===== config.mk =====
export PLATFORM = sky130hd
export DESIGN_NAME = shu_uart
export DESIGN_NICKNAME = d
export VERILOG_FILES = /design/src/shu_pkg.sv /design/src/shu_fifo.sv /design/src/shu_uart.sv
export SDC_FILE = /design/constraint.sdc
export NUM_CORES = 1
export LEC_CHECK = 0
export BUFFER_PORTS_ARGS = -buffer_cell sky130_fd_sc_hd__buf_2
export CORE_ASPECT_RATIO = 1.4
export CORE_UTILIZATION = 35
export CTS_CLUSTER_SIZE = 20
export DETAILED_ROUTE_END_ITERATION = 7
export SLEW_MARGIN = 10
export SYNTH_ARGS = -nofsm -noshare
export SYNTH_HDL_FRONTEND = slang
export SYNTH_SLANG_ARGS = --single-unit

===== constraint.sdc =====
create_clock -name aclk -period 67.7 [get_ports aclk]
set_input_delay 13.54 -clock aclk [delete_from_list [all_inputs] [get_ports aclk]]
set_output_delay 13.54 -clock aclk [all_outputs]
set_load 0.02 [all_outputs]

===== src/shu_pkg.sv =====
// Purpose: shared constants for the serial host port uart
// Assumes: 32-bit axi4-lite register bus, one clock
// Notes:   offsets are byte addresses, one aligned word per register
package shu_pkg;
	// register byte offsets
	localparam logic [3:0] CTRL_OFS   = 4'h0;
	localparam logic [3:0] STATUS_OFS = 4'h4;
	localparam logic [3:0] TXDATA_OFS = 4'h8;
	localparam logic [3:0] RXDATA_OFS = 4'hc;
	// control field positions and reset values
	localparam int         BAUD_LSB   = 0;
	localparam int         FMT_LSB    = 4;
	localparam logic [2:0] BAUD_RST   = 3'h5; // 9600 baud
	localparam logic [1:0] FMT_RST    = 2'h0; // no parity, 8 data bits
	// character formats
	localparam logic [1:0] FMT_NONE8  = 2'h0;
	localparam logic [1:0] FMT_EVEN7  = 2'h1;
	localparam logic [1:0] FMT_ODD7   = 2'h2;
	// status bit positions
	localparam int         ST_TXEMPTY = 0;
	localparam int         ST_TXFULL  = 1;
	localparam int         ST_RXAVAIL = 2;
	localparam int         ST_PARERR  = 3;
	localparam int         ST_FRMERR  = 4;
	localparam int         ST_OVERRUN = 5;
	localparam int         ST_DSR     = 6;
	localparam int         ST_DTR     = 7;
	// frame geometry: start + 8 payload slots + 2 stop = 11 either way
	localparam int         FRAME_BITS = 11;
	localparam int         RX_BITS    = 10;   // slots after the start bit
	// timing
	localparam int         CLK_HZ     = 100_000_000;
	localparam int         CNT_W      = 24;
	localparam int         FIFO_DEPTH = 8;
	localparam int         FIFO_WIDTH = 8;
	// selectable bit rates, index is the control field value
	localparam int         BAUD_300   = 300;
	localparam int         BAUD_600   = 600;
	localparam int         BAUD_1200  = 1200;
	localparam int         BAUD_2400  = 2400;
	localparam int         BAUD_4800  = 4800;
	localparam int         BAUD_9600  = 9600;
	// axi responses
	localparam logic [1:0] RESP_OKAY  = 2'h0;
	localparam logic [1:0] RESP_SLV   = 2'h2;
endpackage


===== src/shu_fifo.sv =====
// Purpose: small synchronous fifo with valid/ready on both sides
// Assumes: single clock, synchronous active-low reset
// Notes:   in_ready does not look at in_valid, so callers may gate on it
`timescale 1ns/1ps
module shu_fifo #(
	parameter int WIDTH = shu_pkg::FIFO_WIDTH,
	parameter int DEPTH = shu_pkg::FIFO_DEPTH
) (
	input  wire logic             aclk,
	input  wire logic             aresetn,
	input  wire logic             in_valid,
	output logic                  in_ready,
	input  wire logic [WIDTH-1:0] in_data,
	output logic                  out_valid,
	input  wire logic             out_ready,
	output logic      [WIDTH-1:0] out_data
);
	localparam int AW = (DEPTH > 1) ? $clog2(DEPTH) : 1;

	logic [WIDTH-1:0] mem_q [DEPTH];  // storage words
	logic [AW-1:0]    wr_q;           // write pointer
	logic [AW-1:0]    rd_q;           // read pointer
	logic [AW:0]      cnt_q;          // occupancy
	logic             push;
	logic             pop;

	assign in_ready  = (cnt_q != (AW+1)'(DEPTH)); // honest full
	assign out_valid = (cnt_q != '0);
	assign out_data  = mem_q[rd_q];
	assign push      = in_valid && in_ready;
	assign pop       = out_valid && out_ready;

	// storage write, no reset needed on data
	always_ff @(posedge aclk) begin
		if (push) begin
			mem_q[wr_q] <= in_data;
		end
	end

	// pointers and count; wrap explicitly since depth may not be a power of two
	always_ff @(posedge aclk) begin
		if (!aresetn) begin
			wr_q  <= '0;
			rd_q  <= '0;
			cnt_q <= '0;
		end else begin
			if (push) begin
				wr_q <= (wr_q == AW'(DEPTH - 1)) ? '0 : wr_q + AW'(1);
			end
			if (pop) begin
				rd_q <= (rd_q == AW'(DEPTH - 1)) ? '0 : rd_q + AW'(1);
			end
			if (push && !pop) begin
				cnt_q <= cnt_q + (AW+1)'(1);
			end else if (pop && !push) begin
				cnt_q <= cnt_q - (AW+1)'(1);
			end
		end
	end
endmodule


===== src/shu_uart.sv =====
// Purpose: serial host port uart with axi4-lite register access
// Assumes: 100 MHz aclk, synchronous active-low aresetn, terminal-equipment pinout
// Notes:   transmit path is buffered by an 8-word fifo; receive holds one character
//
// Design decisions made here: the register addresses and the AXI4-Lite register port.
`timescale 1ns/1ps
// Summary of operation
// - six bit rates, 9600 after reset
// - formats: none/8, even/7, odd/7; none default
// - exactly one start bit, fixed
// - exactly two stop bits, fixed
// - parity frame: start, 7 data, parity, stops
// - plain frame: start, 8 data, two stops
// - drive dtr, sense dsr for pacing
// - terminal pin roles: txd out, rxd in
module shu_uart #(
	parameter int CLK_HZ = shu_pkg::CLK_HZ
) (
	input  wire logic        aclk,
	input  wire logic        aresetn,
	input  wire logic [3:0]  s_axi_awaddr,
	input  wire logic        s_axi_awvalid,
	output logic             s_axi_awready,
	input  wire logic [31:0] s_axi_wdata,
	input  wire logic [3:0]  s_axi_wstrb,
	input  wire logic        s_axi_wvalid,
	output logic             s_axi_wready,
	output logic [1:0]       s_axi_bresp,
	output logic             s_axi_bvalid,
	input  wire logic        s_axi_bready,
	input  wire logic [3:0]  s_axi_araddr,
	input  wire logic        s_axi_arvalid,
	output logic             s_axi_arready,
	output logic [31:0]      s_axi_rdata,
	output logic [1:0]       s_axi_rresp,
	output logic             s_axi_rvalid,
	input  wire logic        s_axi_rready,
	output logic             txd,
	input  wire logic        rxd,
	output logic             dtr,
	input  wire logic        dsr
);
	localparam int CW = shu_pkg::CNT_W;

	typedef enum logic [0:0] {TX_IDLE, TX_SHIFT} shu_tx_type;
	typedef enum logic [1:0] {RX_IDLE, RX_START, RX_BITS} shu_rx_type;

	// cycles per bit for a rate selection; unused codes fall back to 9600
	function automatic logic [CW-1:0] bit_cycles(input logic [2:0] sel);
		int rate;
		case (sel)
			3'h0:    rate = shu_pkg::BAUD_300;
			3'h1:    rate = shu_pkg::BAUD_600;
			3'h2:    rate = shu_pkg::BAUD_1200;
			3'h3:    rate = shu_pkg::BAUD_2400;
			3'h4:    rate = shu_pkg::BAUD_4800;
			default: rate = shu_pkg::BAUD_9600;
		endcase
		return CW'(CLK_HZ / rate);
	endfunction

	// parity bit over seven data bits only
	function automatic logic par_bit(input logic [6:0] d, input logic odd);
		return odd ? ~^d : ^d;
	endfunction

	// pin synchronisers: first stage feeds only the second
	logic        rxd_m_q;            // rxd first stage
	logic        rxd_s_q;            // rxd synchronised
	logic        dsr_m_q;            // dsr first stage
	logic        dsr_s_q;            // dsr synchronised

	// control register
	logic [2:0]  baud_q;             // rate selection
	logic [1:0]  fmt_q;              // character format

	// axi write side
	logic        aw_held_q;          // write address captured
	logic        w_held_q;           // write data captured
	logic [3:0]  awaddr_q;
	logic [31:0] wdata_q;
	logic [3:0]  wstrb_q;
	logic        bvalid_q;
	logic [1:0]  bresp_q;
	logic        wr_fire;            // both halves present and target can take it
	// axi read side
	logic        rvalid_q;
	logic [31:0] rdata_q;
	logic [1:0]  rresp_q;
	logic        rd_fire;
	logic        rx_pop;             // read of the receive data register

	// transmit fifo and serialiser
	logic        fifo_in_valid;
	logic        fifo_in_ready;
	logic        fifo_out_valid;
	logic        fifo_out_ready;
	logic [7:0]  fifo_out_data;
	shu_tx_type  tx_state_q;
	logic [CW-1:0] tx_cnt_q;          // cycles left in current bit
	logic [3:0]  tx_idx_q;           // bit slot being sent
	logic [shu_pkg::FRAME_BITS-1:0] tx_sh_q;  // frame, lsb goes out first
	logic        txd_q;

	// receiver
	shu_rx_type  rx_state_q;
	logic [CW-1:0] rx_cnt_q;
	logic [3:0]  rx_idx_q;
	logic [shu_pkg::RX_BITS-1:0] rx_sh_q;    // slots after the start bit
	logic        rx_done;            // last stop slot sampled this cycle
	logic [7:0]  rx_data_q;          // holding register
	logic        rx_avail_q;         // holding register full
	logic        par_err_q;          // sticky parity error
	logic        frm_err_q;          // sticky framing error
	logic        ovr_err_q;          // sticky overrun
	logic [7:0]  status;             // assembled status word
	logic        st_clr;             // write-one-to-clear strobe on status
	logic [shu_pkg::RX_BITS-1:0] rx_word;    // completed slots incl. last sample

	// two-flop synchronisers for the incoming pins
	always_ff @(posedge aclk) begin
		if (!aresetn) begin
			rxd_m_q <= 1'b1;
			rxd_s_q <= 1'b1;
			dsr_m_q <= 1'b0;
			dsr_s_q <= 1'b0;
		end else begin
			rxd_m_q <= rxd;
			rxd_s_q <= rxd_m_q;
			dsr_m_q <= dsr;
			dsr_s_q <= dsr_m_q;
		end
	end

	// ----- axi4-lite write channel -----
	assign s_axi_awready = !aw_held_q && !bvalid_q;
	assign s_axi_wready  = !w_held_q && !bvalid_q;
	assign s_axi_bvalid  = bvalid_q;
	assign s_axi_bresp   = bresp_q;
	// a data write stalls here while the fifo is full: back-pressure to software
	assign wr_fire = aw_held_q && w_held_q && !bvalid_q &&
		(awaddr_q != shu_pkg::TXDATA_OFS || fifo_in_ready);
	assign fifo_in_valid = wr_fire && awaddr_q == shu_pkg::TXDATA_OFS && wstrb_q[0];
	assign st_clr = wr_fire && awaddr_q == shu_pkg::STATUS_OFS && wstrb_q[0];

	// capture address and data in either order, then answer once
	always_ff @(posedge aclk) begin
		if (!aresetn) begin
			aw_held_q <= 1'b0;
			w_held_q  <= 1'b0;
			awaddr_q  <= 4'h0;
			wdata_q   <= 32'h0;
			wstrb_q   <= 4'h0;
			bvalid_q  <= 1'b0;
			bresp_q   <= shu_pkg::RESP_OKAY;
		end else begin
			if (s_axi_awvalid && s_axi_awready) begin
				aw_held_q <= 1'b1;
				awaddr_q  <= {s_axi_awaddr[3:2], 2'h0};
			end
			if (s_axi_wvalid && s_axi_wready) begin
				w_held_q <= 1'b1;
				wdata_q  <= s_axi_wdata;
				wstrb_q  <= s_axi_wstrb;
			end
			if (wr_fire) begin
				aw_held_q <= 1'b0;
				w_held_q  <= 1'b0;
				bvalid_q  <= 1'b1;
				// the receive data register is read-only
				if (awaddr_q == shu_pkg::RXDATA_OFS) begin
					bresp_q <= shu_pkg::RESP_SLV;
				end else begin
					bresp_q <= shu_pkg::RESP_OKAY;
				end
			end else if (bvalid_q && s_axi_bready) begin
				bvalid_q <= 1'b0;
			end
		end
	end

	// control register: rate and format selection
	always_ff @(posedge aclk) begin
		if (!aresetn) begin
			baud_q <= shu_pkg::BAUD_RST;
			fmt_q  <= shu_pkg::FMT_RST;
		end else if (wr_fire && awaddr_q == shu_pkg::CTRL_OFS && wstrb_q[0]) begin
			baud_q <= wdata_q[shu_pkg::BAUD_LSB +: 3];
			fmt_q  <= wdata_q[shu_pkg::FMT_LSB +: 2];
		end
	end

	// ----- axi4-lite read channel -----
	assign s_axi_arready = !rvalid_q;
	assign s_axi_rvalid  = rvalid_q;
	assign s_axi_rdata   = rdata_q;
	assign s_axi_rresp   = rresp_q;
	assign rd_fire       = s_axi_arvalid && s_axi_arready;
	assign rx_pop        = rd_fire && s_axi_araddr[3:2] == shu_pkg::RXDATA_OFS[3:2];

	always_comb begin
		status = 8'h0;
		status[shu_pkg::ST_TXEMPTY] = !fifo_out_valid && tx_state_q == TX_IDLE;
		status[shu_pkg::ST_TXFULL]  = !fifo_in_ready;
		status[shu_pkg::ST_RXAVAIL] = rx_avail_q;
		status[shu_pkg::ST_PARERR]  = par_err_q;
		status[shu_pkg::ST_FRMERR]  = frm_err_q;
		status[shu_pkg::ST_OVERRUN] = ovr_err_q;
		status[shu_pkg::ST_DSR]     = dsr_s_q;
		status[shu_pkg::ST_DTR]     = dtr;
	end

	// read mux; unmapped never happens in a 4-word space, tx data reads zero
	always_ff @(posedge aclk) begin
		if (!aresetn) begin
			rvalid_q <= 1'b0;
			rdata_q  <= 32'h0;
			rresp_q  <= shu_pkg::RESP_OKAY;
		end else if (rd_fire) begin
			rvalid_q <= 1'b1;
			rresp_q  <= shu_pkg::RESP_OKAY;
			if (s_axi_araddr[3:2] == shu_pkg::CTRL_OFS[3:2]) begin
				rdata_q <= {26'h0, fmt_q, 1'b0, baud_q};
			end else if (s_axi_araddr[3:2] == shu_pkg::STATUS_OFS[3:2]) begin
				rdata_q <= {24'h0, status};
			end else if (s_axi_araddr[3:2] == shu_pkg::RXDATA_OFS[3:2]) begin
				rdata_q <= {24'h0, rx_data_q};
			end else begin
				rdata_q <= 32'h0;
			end
		end else if (rvalid_q && s_axi_rready) begin
			rvalid_q <= 1'b0;
		end
	end

	// ----- transmit path -----
	shu_fifo #(
		.WIDTH (shu_pkg::FIFO_WIDTH),
		.DEPTH (shu_pkg::FIFO_DEPTH)
	) u_txfifo (
		.aclk      (aclk),
		.aresetn   (aresetn),
		.in_valid  (fifo_in_valid),
		.in_ready  (fifo_in_ready),
		.in_data   (wdata_q[7:0]),
		.out_valid (fifo_out_valid),
		.out_ready (fifo_out_ready),
		.out_data  (fifo_out_data)
	);

	// a new frame starts only while the host reports ready
	assign fifo_out_ready = tx_state_q == TX_IDLE && dsr_s_q;
	assign txd = txd_q;

	// serialiser: one 11-slot frame, whatever the format
	always_ff @(posedge aclk) begin
		if (!aresetn) begin
			tx_state_q <= TX_IDLE;
			tx_cnt_q   <= '0;
			tx_idx_q   <= 4'h0;
			tx_sh_q    <= '1;
			txd_q      <= 1'b1;
		end else begin
			case (tx_state_q)
				TX_IDLE: begin
					txd_q <= 1'b1;
					if (fifo_out_valid && fifo_out_ready) begin
						// two stops, slot 8, seven data bits, one start
						tx_sh_q <= {2'b11,
							(fmt_q == shu_pkg::FMT_EVEN7 || fmt_q == shu_pkg::FMT_ODD7)
								? par_bit(fifo_out_data[6:0], fmt_q == shu_pkg::FMT_ODD7)
								: fifo_out_data[7],
							fifo_out_data[6:0], 1'b0};
						tx_cnt_q   <= bit_cycles(baud_q);
						tx_idx_q   <= 4'h0;
						tx_state_q <= TX_SHIFT;
						txd_q      <= 1'b0;
					end
				end
				TX_SHIFT: begin
					txd_q <= tx_sh_q[0];
					if (tx_cnt_q == CW'(1)) begin
						tx_cnt_q <= bit_cycles(baud_q);
						tx_sh_q  <= {1'b1, tx_sh_q[shu_pkg::FRAME_BITS-1:1]};
						tx_idx_q <= tx_idx_q + 4'h1;
						txd_q    <= tx_sh_q[1];
						if (tx_idx_q == 4'(shu_pkg::FRAME_BITS - 1)) begin
							tx_state_q <= TX_IDLE;
							txd_q      <= 1'b1;
						end
					end else begin
						tx_cnt_q <= tx_cnt_q - CW'(1);
					end
				end
				default: tx_state_q <= TX_IDLE;
			endcase
		end
	end

	// ----- receive path -----
	assign rx_done = rx_state_q == RX_BITS && rx_cnt_q == CW'(1) &&
		rx_idx_q == 4'(shu_pkg::RX_BITS - 1);
	assign rx_word = {rxd_s_q, rx_sh_q[shu_pkg::RX_BITS-2:0]};
	// ready to the host only while the holding register is empty
	assign dtr = !rx_avail_q;

	// deserialiser: half a bit to the middle of start, then whole bits
	always_ff @(posedge aclk) begin
		if (!aresetn) begin
			rx_state_q <= RX_IDLE;
			rx_cnt_q   <= '0;
			rx_idx_q   <= 4'h0;
			rx_sh_q    <= '0;
		end else begin
			case (rx_state_q)
				RX_IDLE: begin
					if (!rxd_s_q) begin
						rx_cnt_q   <= bit_cycles(baud_q) >> 1;
						rx_state_q <= RX_START;
					end
				end
				RX_START: begin
					if (rx_cnt_q <= CW'(1)) begin
						// a glitch shorter than half a bit is dropped
						rx_state_q <= rxd_s_q ? RX_IDLE : RX_BITS;
						rx_cnt_q   <= bit_cycles(baud_q);
						rx_idx_q   <= 4'h0;
					end else begin
						rx_cnt_q <= rx_cnt_q - CW'(1);
					end
				end
				RX_BITS: begin
					if (rx_cnt_q == CW'(1)) begin
						rx_sh_q[rx_idx_q] <= rxd_s_q;
						rx_cnt_q <= bit_cycles(baud_q);
						rx_idx_q <= rx_idx_q + 4'h1;
						if (rx_done) begin
							rx_state_q <= RX_IDLE;
						end
					end else begin
						rx_cnt_q <= rx_cnt_q - CW'(1);
					end
				end
				default: rx_state_q <= RX_IDLE;
			endcase
		end
	end

	// holding register and sticky errors; a new event wins over a clear
	always_ff @(posedge aclk) begin
		if (!aresetn) begin
			rx_data_q  <= 8'h0;
			rx_avail_q <= 1'b0;
			par_err_q  <= 1'b0;
			frm_err_q  <= 1'b0;
			ovr_err_q  <= 1'b0;
		end else begin
			if (rx_pop) begin
				rx_avail_q <= 1'b0;
			end
			if (st_clr) begin
				if (wdata_q[shu_pkg::ST_PARERR])  par_err_q <= 1'b0;
				if (wdata_q[shu_pkg::ST_FRMERR])  frm_err_q <= 1'b0;
				if (wdata_q[shu_pkg::ST_OVERRUN]) ovr_err_q <= 1'b0;
			end
			if (rx_done) begin
				rx_avail_q <= 1'b1;
				if (fmt_q == shu_pkg::FMT_EVEN7 || fmt_q == shu_pkg::FMT_ODD7) begin
					rx_data_q <= {1'b0, rx_word[6:0]};
					if (rx_word[7] != par_bit(rx_word[6:0], fmt_q == shu_pkg::FMT_ODD7)) begin
						par_err_q <= 1'b1;
					end
				end else begin
					rx_data_q <= rx_word[7:0];
				end
				if (!(rx_word[8] && rx_word[9])) begin
					frm_err_q <= 1'b1;
				end
				if (rx_avail_q && !rx_pop) begin
					ovr_err_q <= 1'b1;
				end
			end
		end
	end
endmodule


==> metrics.txt, run 1 <==
# TYPE chip_impl_metric gauge
chip_impl_info{name="result_of_the_run",value="finished clean"} 1
chip_impl_metric{name="first_global_vias",unit=""} 28400
chip_impl_metric{name="routed-via-count",unit=""} 29900
chip_impl_metric{name="fin_setup_tns",unit="ns"} 0
chip_impl_metric{name="max-clock-path-buffers",unit=""} 2
chip_impl_metric{name="worst_path_required_time",unit="ns"} 67.99
chip_impl_metric{name="top_level_ports",unit=""} 96
chip_impl_metric{name="worst_pin_slew",unit="ns"} 1.19
chip_impl_metric{name="placedInstanceArea",unit="sq um"} 29500
chip_impl_metric{name="port_buffers",unit=""} 37
chip_impl_metric{name="worst-path-max-fanout",unit=""} 31
chip_impl_metric{name="total_clock_buffers_created_by_cts",unit=""} 17
chip_impl_metric{name="seqCellArea",unit="sq um"} 4650
chip_impl_metric{name="num-fill-cells",unit=""} 8502
chip_impl_metric{name="synth_area_per_cell",unit="sq um"} 7.29
chip_impl_metric{name="die_area",unit="sq um"} 82000
chip_impl_metric{name="ys_types",unit=""} 128
chip_impl_metric{name="synthDominantCellAreaShare",unit="%"} 9.63
chip_impl_metric{name="layout-area-overhead-vs-synth",unit="%"} 6.35
chip_impl_metric{name="fin_nets",unit=""} 4072
chip_impl_metric{name="antenna_found_initial",unit=""} 0
chip_impl_metric{name="synth_async_sr_flop_share",unit="%"} 0
chip_impl_metric{name="fmax",unit="MHz"} 15.9
chip_impl_metric{name="core",unit="sq um"} 80200
chip_impl_metric{name="global_route.usage.total",unit="%"} 23.2
chip_impl_metric{name="layout-drive-gt1-share",unit="%"} 7.72
chip_impl_metric{name="floorplan.rows",unit=""} 123
chip_impl_metric{name="via_per_inst",unit=""} 6.12
chip_impl_info{name="post-synth-top-count-cell",value="sky130_fd_sc_hd__nor2_1"} 1
chip_impl_info{name="hold_path_class",value="reg2reg"} 1
chip_impl_info{name="criticalPathCategory",value="reg2reg"} 1
chip_impl_metric{name="path_clk_slew",unit="ns"} 0.08
chip_impl_metric{name="dpl.hpwl",unit="um"} 74700
chip_impl_metric{name="synth_warnings",unit=""} 0
chip_impl_metric{name="multi_input_area",unit="sq um"} 22600
chip_impl_info{name="critical_path.reg2reg.startpoint",value="baud_q[1]$_SDFFE_PN0P_"} 1
chip_impl_metric{name="post-route-period-util",unit="%"} 93.0
chip_impl_metric{name="clkLatencyLatePin",unit="ns"} 0.46
chip_impl_metric{name="wire_length_of_the_first_global_routing_pass",unit="um"} 155000
chip_impl_info{name="rsz0062_at_grt",value="false"} 1
chip_impl_metric{name="arrival",unit="ns"} 63.25
chip_impl_metric{name="finalHoldViolCount",unit=""} 0
chip_impl_metric{name="ys_ff_latch",unit=""} 200
chip_impl_metric{name="fin_skew",unit="ns"} 0.0229
chip_impl_metric{name="grt_start_max_net_pins",unit=""} 64
chip_impl_metric{name="clock_tree.htree_level_count",unit=""} 4
chip_impl_metric{name="n_antenna_cell",unit=""} 0
chip_impl_info{name="clk_root_buffer_cell",value="sky130_fd_sc_hd__clkbuf_16"} 1
chip_impl_info{name="synth.area.top_cells",value="sky130_fd_sc_hd__dfxtp_1 (9.6%), sky130_fd_sc_hd__ha_1 (9.3%), sky130_fd_sc_hd__edfxtp_1 (6.8%)"} 1
chip_impl_metric{name="gp_routability_congestion",unit=""} 0.918
chip_impl_info{name="worst_path_most_repeated_cell",value="sky130_fd_sc_hd__a21oi_1"} 1
chip_impl_metric{name="ant_nets",unit=""} 0
chip_impl_metric{name="final_max_slew_violation_count",unit=""} 0
chip_impl_metric{name="chipHeight",unit="um"} 338
chip_impl_metric{name="setup_violations_final",unit=""} 0
chip_impl_metric{name="starting_density_of_the_core",unit="%"} 35.3
chip_impl_metric{name="synth-seq-area-share",unit="%"} 16.4
chip_impl_metric{name="crit_buf_inv",unit=""} 16
chip_impl_metric{name="max_stage_delay",unit="ns"} 0.74
chip_impl_metric{name="netlist_instances",unit=""} 3877
chip_impl_info{name="synth.cells.most_frequent",value="sky130_fd_sc_hd__nor2_1 (407), sky130_fd_sc_hd__nand2_1 (389), sky130_fd_sc_hd__a21oi_1 (363), sky130_fd_sc_hd__o21ai_0 (235), sky130_fd_sc_hd__ha_1 (210)"} 1
chip_impl_info{name="post-synth-top-area-cell",value="sky130_fd_sc_hd__dfxtp_1"} 1
chip_impl_info{name="category_of_cells_accounting_for_the_largest_share_of_critical_path_delay",value="compound AO/OA/AOI/OAI gates"} 1
chip_impl_metric{name="synth-edff-count",unit=""} 64
chip_impl_metric{name="cap_viol_max_count",unit=""} 0
chip_impl_info{name="start_kind",value="register"} 1
chip_impl_metric{name="grt.overflow.total",unit=""} 0
chip_impl_metric{name="syn_area",unit="sq um"} 28300
chip_impl_info{name="critical_path.slowest_cell",value="sky130_fd_sc_hd__or4_1"} 1
chip_impl_info{name="timing.critical_path.from",value="baud_q[1]$_SDFFE_PN0P_"} 1
chip_impl_info{name="cts_tree",value="built"} 1
chip_impl_metric{name="fin_area",unit="sq um"} 30100
chip_impl_info{name="worstSetupEndpointType",value="register"} 1
chip_impl_metric{name="slew_headroom",unit="%"} 19.0
chip_impl_metric{name="die-width",unit="um"} 242
chip_impl_metric{name="detail_routed_net_length_per_standard_cell",unit="um"} 20.3
chip_impl_metric{name="min_period",unit="ns"} 62.96
chip_impl_info{name="min_from",value="rxd_m_q$_SDFF_PN1_"} 1
chip_impl_metric{name="drc",unit=""} 0
chip_impl_metric{name="firstDrtPassIters",unit=""} 6
chip_impl_metric{name="route.final.wire_length",unit="um"} 99100
chip_impl_metric{name="ctsHoldBuffers",unit=""} 0
chip_impl_metric{name="cts.sinks",unit=""} 200
chip_impl_metric{name="drt_first_iter_violations",unit=""} 1977
chip_impl_info{name="ys_dominant_reg_cell",value="sky130_fd_sc_hd__dfxtp_1"} 1
-- per-stage QoR --
| step | hold slack (ns) | utilization [%] | instances | setup slack, ns |
|---|---|---|---|---|
| after floorplan | 0.386 | - | 3908 | 13.19 |
| after global placement | 0.396 | 36.7 | 4851 | 3.93 |
| after detailed placement | 0.397 | 36.7 | 4851 | 3.83 |
| after CTS | 0.415 | 37.5 | 4883 | 3.62 |
| after global routing | 0.422 | 37.5 | 4883 | 0.176 |
| final | 0.410 | 37.5 | 4883 | 4.74 |
-- layout make-up --
cell class	instances	share of cell area [%]
multi-input combinational	3401	75.0
clock buffer	18	1.46
sequential	200	15.4
tap	1062	4.42
clock inverter	14	0.483
timing repair buffer	92	1.99
inverter	96	1.20
-- layout by cell type (no fill, tap or decap), types with 41 or more instances in the layout --
master	n
sky130_fd_sc_hd__a31oi_1	44
sky130_fd_sc_hd__nand4_1	48
sky130_fd_sc_hd__or3_1	41
sky130_fd_sc_hd__and3_1	42
sky130_fd_sc_hd__xnor2_1	132
sky130_fd_sc_hd__a211oi_1	50
sky130_fd_sc_hd__o21ai_0	234
sky130_fd_sc_hd__dfxtp_1	135
sky130_fd_sc_hd__and2_1	53
sky130_fd_sc_hd__nand3_1	108
sky130_fd_sc_hd__o211ai_1	76
sky130_fd_sc_hd__inv_1	90
sky130_fd_sc_hd__xor2_1	80
sky130_fd_sc_hd__mux2_2	41
sky130_fd_sc_hd__ha_1	210
sky130_fd_sc_hd__o21a_1	46
sky130_fd_sc_hd__edfxtp_1	64
sky130_fd_sc_hd__nor2_1	405
sky130_fd_sc_hd__nand2b_1	60
sky130_fd_sc_hd__a21o_1	110
sky130_fd_sc_hd__mux2i_1	63
sky130_fd_sc_hd__nand2_1	386
sky130_fd_sc_hd__nor3_1	114
sky130_fd_sc_hd__a21oi_1	361
sky130_fd_sc_hd__buf_4	55
-- flip-flops by register name (all words and copies together), names as in the netlist, 2 cells and up, named ones only --
register        flops
awaddr_q            2
baud_q              3
fmt_q               2
rx_cnt_q           24
rx_data_q           8
rx_idx_q            4
rx_sh_q             9
rx_state_q          2
s_axi_rdata         8
tx_cnt_q           24
tx_idx_q            4
tx_sh_q             9
u_txfifo.cnt_q      4
u_txfifo.mem_q     64
u_txfifo.rd_q       3
u_txfifo.wr_q       3
wdata_q             8
-- routing by layer --
metal	up-vias	routed length, um	global-route usage, %
li1	14400	-	-
met1	14300	39100	25.3
met2	906	51200	43.9
met3	261	3740	1.89
met4	0	5190	12.2
met5	-	0	0
-- repair_timing --
| item | CTS | global route |
|---|---|---|
| endpoints found under the hold margin | 0 | 0 |
| endpoints found under the setup margin | 0 | 3 |
| buffers inserted | 0 | 0 |
| gates resized for setup | 0 | 8 |
-- kinds of logic (layout without fill, tap and decap cells) --
group           after synthesis  after routing  share of synthesized area (%)
simple gates               1502           1502                           26.6
compound gates             1314           1314                           30.8
xor+xnor                    217            217                           6.90
fa+ha+maj                   211            211                           9.36
other cells                   1             32                         0.0133
mux                         125            125                           5.34
flops                       200            200                           16.4
buf+inv                     307            220                           4.53
-- final timing paths --
kind / to / slack (ns) / cells after the start
worst max-delay path: tx_cnt_q[0]$_SDFFE_PN0P_ / 4.74 / 254
worst min-delay path: rxd_s_q$_SDFF_PN1_ / 0.41 / 1
worst max register to register: tx_cnt_q[0]$_SDFFE_PN0P_ / 4.74 / 254
worst min register to register: rxd_s_q$_SDFF_PN1_ / 0.41 / 1
Power of run 1 is not shown: default switching activity piles up to over one toggle a cycle in this logic, so the estimate is an artifact.
==> run 2, diff against run 1 <==
--- a/config.mk
+++ b/config.mk
@@ -6,10 +6,13 @@
 export NUM_CORES = 1
 export LEC_CHECK = 0
 export BUFFER_PORTS_ARGS = -buffer_cell sky130_fd_sc_hd__buf_2
+export CELL_PAD_IN_SITES_DETAIL_PLACEMENT = 1
+export CELL_PAD_IN_SITES_GLOBAL_PLACEMENT = 1
 export CORE_ASPECT_RATIO = 1.4
 export CORE_UTILIZATION = 35
 export CTS_CLUSTER_SIZE = 20
 export DETAILED_ROUTE_END_ITERATION = 7
+export PLACE_DENSITY_LB_ADDON = 0.1
 export SLEW_MARGIN = 10
 export SYNTH_ARGS = -nofsm -noshare
 export SYNTH_HDL_FRONTEND = slang
==> run 2 against run 1 <==
Effect of this change:
- sequential share of layout area down 0.14 points
- cell area up 0.99%
- routed wire length up 16%
- register-to-register slack worse by 0.33 ns
- maximum frequency down 0.52%
- flip-flop and latch count unchanged
- clock skew down 0.0070 ns
- count of clock-buffer cells in the layout unchanged
- non-clock buffer count up 34
- first-iteration DRC count down 39%
- global-route usage up 4.0 points
- critical path type unchanged
- via count up 0.67%
==> metrics.txt, run 2 (synthesized netlist as in run 1, its figures left out) <==
# TYPE chip_impl_metric gauge
chip_impl_info{name="worst_path_most_repeated_cell",value="sky130_fd_sc_hd__nor2_1"} 1
chip_impl_info{name="worstSetupEndpoint",value="rx_cnt_q[0]$_SDFFE_PN0P_"} 1
chip_impl_metric{name="cts.sinks",unit=""} 200
chip_impl_info{name="worstSetupEndpointType",value="register"} 1
chip_impl_metric{name="ctsHoldBuffers",unit=""} 0
chip_impl_metric{name="min_period",unit="ns"} 63.29
chip_impl_info{name="clk_root_buffer_cell",value="sky130_fd_sc_hd__clkbuf_16"} 1
chip_impl_metric{name="clkLatencyLatePin",unit="ns"} 0.45
chip_impl_metric{name="fin_skew",unit="ns"} 0.0159
chip_impl_info{name="register_bank_with_the_most_flops",value="u_txfifo.mem_q"} 1
chip_impl_metric{name="grt.overflow.total",unit=""} 0
chip_impl_metric{name="total_clock_buffers_created_by_cts",unit=""} 17
chip_impl_metric{name="ff2ff_setup_slack",unit="ns"} 4.41
chip_impl_metric{name="global_route.usage.total",unit="%"} 27.2
chip_impl_metric{name="port_buffers",unit=""} 37
chip_impl_metric{name="met2WireLength",unit="um"} 60900
chip_impl_info{name="hold_path_class",value="reg2reg"} 1
chip_impl_metric{name="floorplan.rows",unit=""} 123
chip_impl_metric{name="antenna_found_initial",unit=""} 1
chip_impl_info{name="timing.critical_path.from",value="baud_q[1]$_SDFFE_PN0P_"} 1
chip_impl_info{name="cts_tree",value="built"} 1
chip_impl_info{name="final_common_cell",value="sky130_fd_sc_hd__nor2_1"} 1
chip_impl_metric{name="via_per_inst",unit=""} 6.12
chip_impl_info{name="rsz0062_at_grt",value="false"} 1
chip_impl_metric{name="max_stage_delay",unit="ns"} 0.76
chip_impl_metric{name="max-clock-path-buffers",unit=""} 2
chip_impl_metric{name="dpl.hpwl",unit="um"} 88700
chip_impl_info{name="critical_path.slowest_cell",value="sky130_fd_sc_hd__or4_1"} 1
chip_impl_metric{name="final_max_slew_violation_count",unit=""} 0
chip_impl_metric{name="routed-via-count",unit=""} 30100
chip_impl_metric{name="die_area",unit="sq um"} 82000
chip_impl_info{name="critical_path.reg2reg.startpoint",value="baud_q[1]$_SDFFE_PN0P_"} 1
chip_impl_metric{name="firstDrtPassIters",unit=""} 7
chip_impl_metric{name="top_level_ports",unit=""} 96
chip_impl_info{name="commonest_non_fill_non_tap_cells_in_the_layout",value="sky130_fd_sc_hd__nor2_1 (403), sky130_fd_sc_hd__nand2_1 (389), sky130_fd_sc_hd__a21oi_1 (361)"} 1
chip_impl_metric{name="die-width",unit="um"} 242
chip_impl_metric{name="fmax",unit="MHz"} 15.8
chip_impl_metric{name="detail_routed_net_length_per_standard_cell",unit="um"} 23.3
chip_impl_metric{name="largest_register_ffs",unit=""} 64
chip_impl_metric{name="worst_path_required_time",unit="ns"} 68.01
chip_impl_metric{name="finalHoldViolCount",unit=""} 0
chip_impl_metric{name="arrival",unit="ns"} 63.60
chip_impl_metric{name="post-route-period-util",unit="%"} 93.5
chip_impl_metric{name="fin_nets",unit=""} 4106
chip_impl_metric{name="route.final.wire_length",unit="um"} 115000
chip_impl_metric{name="clock_tree.htree_level_count",unit=""} 4
chip_impl_metric{name="first_global_vias",unit=""} 30700
chip_impl_info{name="reg.largest.list",value="u_txfifo.mem_q x64, rx_cnt_q x24, tx_cnt_q x24"} 1
chip_impl_metric{name="reg2regPathDepth",unit=""} 264
chip_impl_info{name="criticalPathCategory",value="reg2reg"} 1
chip_impl_metric{name="ant_nets",unit=""} 0
chip_impl_metric{name="worst-path-max-fanout",unit=""} 33
chip_impl_metric{name="layout-drive-gt1-share",unit="%"} 8.46
chip_impl_metric{name="wire_length_of_the_first_global_routing_pass",unit="um"} 178000
chip_impl_metric{name="drt-met1-wl",unit="um"} 47900
chip_impl_info{name="start_kind",value="register"} 1
chip_impl_metric{name="core",unit="sq um"} 80200
chip_impl_metric{name="num-fill-cells",unit=""} 9950
chip_impl_metric{name="cap_viol_max_count",unit=""} 0
chip_impl_metric{name="path_clk_slew",unit="ns"} 0.07
chip_impl_metric{name="starting_density_of_the_core",unit="%"} 35.3
chip_impl_metric{name="drc",unit=""} 0
chip_impl_info{name="dr.max_layer_used",value="met4"} 1
chip_impl_metric{name="setup_violations_final",unit=""} 0
chip_impl_metric{name="gp_routability_congestion",unit=""} 0.865
chip_impl_metric{name="grt_start_max_net_pins",unit=""} 58
chip_impl_metric{name="layout-area-overhead-vs-synth",unit="%"} 7.41
chip_impl_metric{name="worst_pin_slew",unit="ns"} 1.04
chip_impl_info{name="result_of_the_run",value="finished clean"} 1
chip_impl_metric{name="chipHeight",unit="um"} 338
chip_impl_metric{name="drt_first_iter_violations",unit=""} 1197
chip_impl_info{name="rr_endpoint",value="rx_cnt_q[0]$_SDFFE_PN0P_"} 1
chip_impl_metric{name="fin_setup_tns",unit="ns"} 0
chip_impl_metric{name="wl_met3",unit="um"} 2190
chip_impl_metric{name="slew_headroom",unit="%"} 30.7
## run 2: cell types whose count changed in the layout (fill, tap and decap cells not counted), sizes merged
cell / previous run / this run
buf: 92 / 126
bufinv: 0 / 3
clkinv: 3 / 5
diode: 0 / 1
inv: 105 / 100
## run 2: how the worst min path moves through the flow
stage                        from                  to  slack, ns  cells after the start
5_1_grt        dsr_m_q$_SDFF_PN0_  dsr_s_q$_SDFF_PN0_       0.46                      1
3_5_place_dp   rxd_m_q$_SDFF_PN1_  rxd_s_q$_SDFF_PN1_       0.40                      1
6_report       rxd_m_q$_SDFF_PN1_  rxd_s_q$_SDFF_PN1_       0.44                      1
3_3_place_gp   rxd_m_q$_SDFF_PN1_  rxd_s_q$_SDFF_PN1_       0.41                      1
4_1_cts        rxd_m_q$_SDFF_PN1_  rxd_s_q$_SDFF_PN1_       0.44                      1
2_1_floorplan  rxd_m_q$_SDFF_PN1_  rxd_s_q$_SDFF_PN1_       0.39                      1
## run 2: final cells by class
cell class | instances | area [sq um] | share of cell area (%)
antenna | 1 | 2.50 | 0.00824
sequential | 200 | 4650 | 15.3
tap | 1062 | 1330 | 4.37
multi-input combinational | 3401 | 22600 | 74.2
clock buffer | 18 | 429 | 1.41
timing repair buffer | 126 | 866 | 2.85
inverter | 96 | 363 | 1.19
clock inverter | 14 | 188 | 0.618
## run 2: per-layer routing
layer | GRT usage, % | vias up
li1 | - | 14400
met1 | 31.4 | 15000
met2 | 52.5 | 488
met3 | 1.28 | 177
met4 | 9.45 | 0
met5 | 0 | -
## run 2: critical path: cells and delay by family, from the launching register on
family | cells | cell delay [ns]
xor gates and xnor gates | 1 | 0.17
muxes | 6 | 2.41
DFF | 1 | 0.32
adders and majority gates | 23 | 7.84
buffers and inverters | 24 | 5.47
and+or+nand+nor | 93 | 19.72
AOI/OAI and AO/OA | 117 | 27.04
## run 2: metrics by stage
stage / util [%] / setup slack [ns] / hold slack, ns / cells / area [sq um]
5_1_grt: 37.9 / 0.160 / 0.461 / 4917 / 30400
4_1_cts: 37.8 / 2.92 / 0.440 / 4913 / 30300
3_3_place_gp: 37.0 / 3.65 / 0.406 / 4881 / 29700
3_5_place_dp: 37.0 / 3.19 / 0.404 / 4881 / 29700
6_report: 37.9 / 4.41 / 0.445 / 4918 / 30400
2_1_floorplan: - / 13.19 / 0.386 / 3908 / 28400
## run 2: repair_timing
action                                  4_1_cts  5_1_grt
buffers inserted                              0        4
endpoints found under the setup margin        0        4
resized for setup                             0        6
Power of run 2 is left out for the same reason.
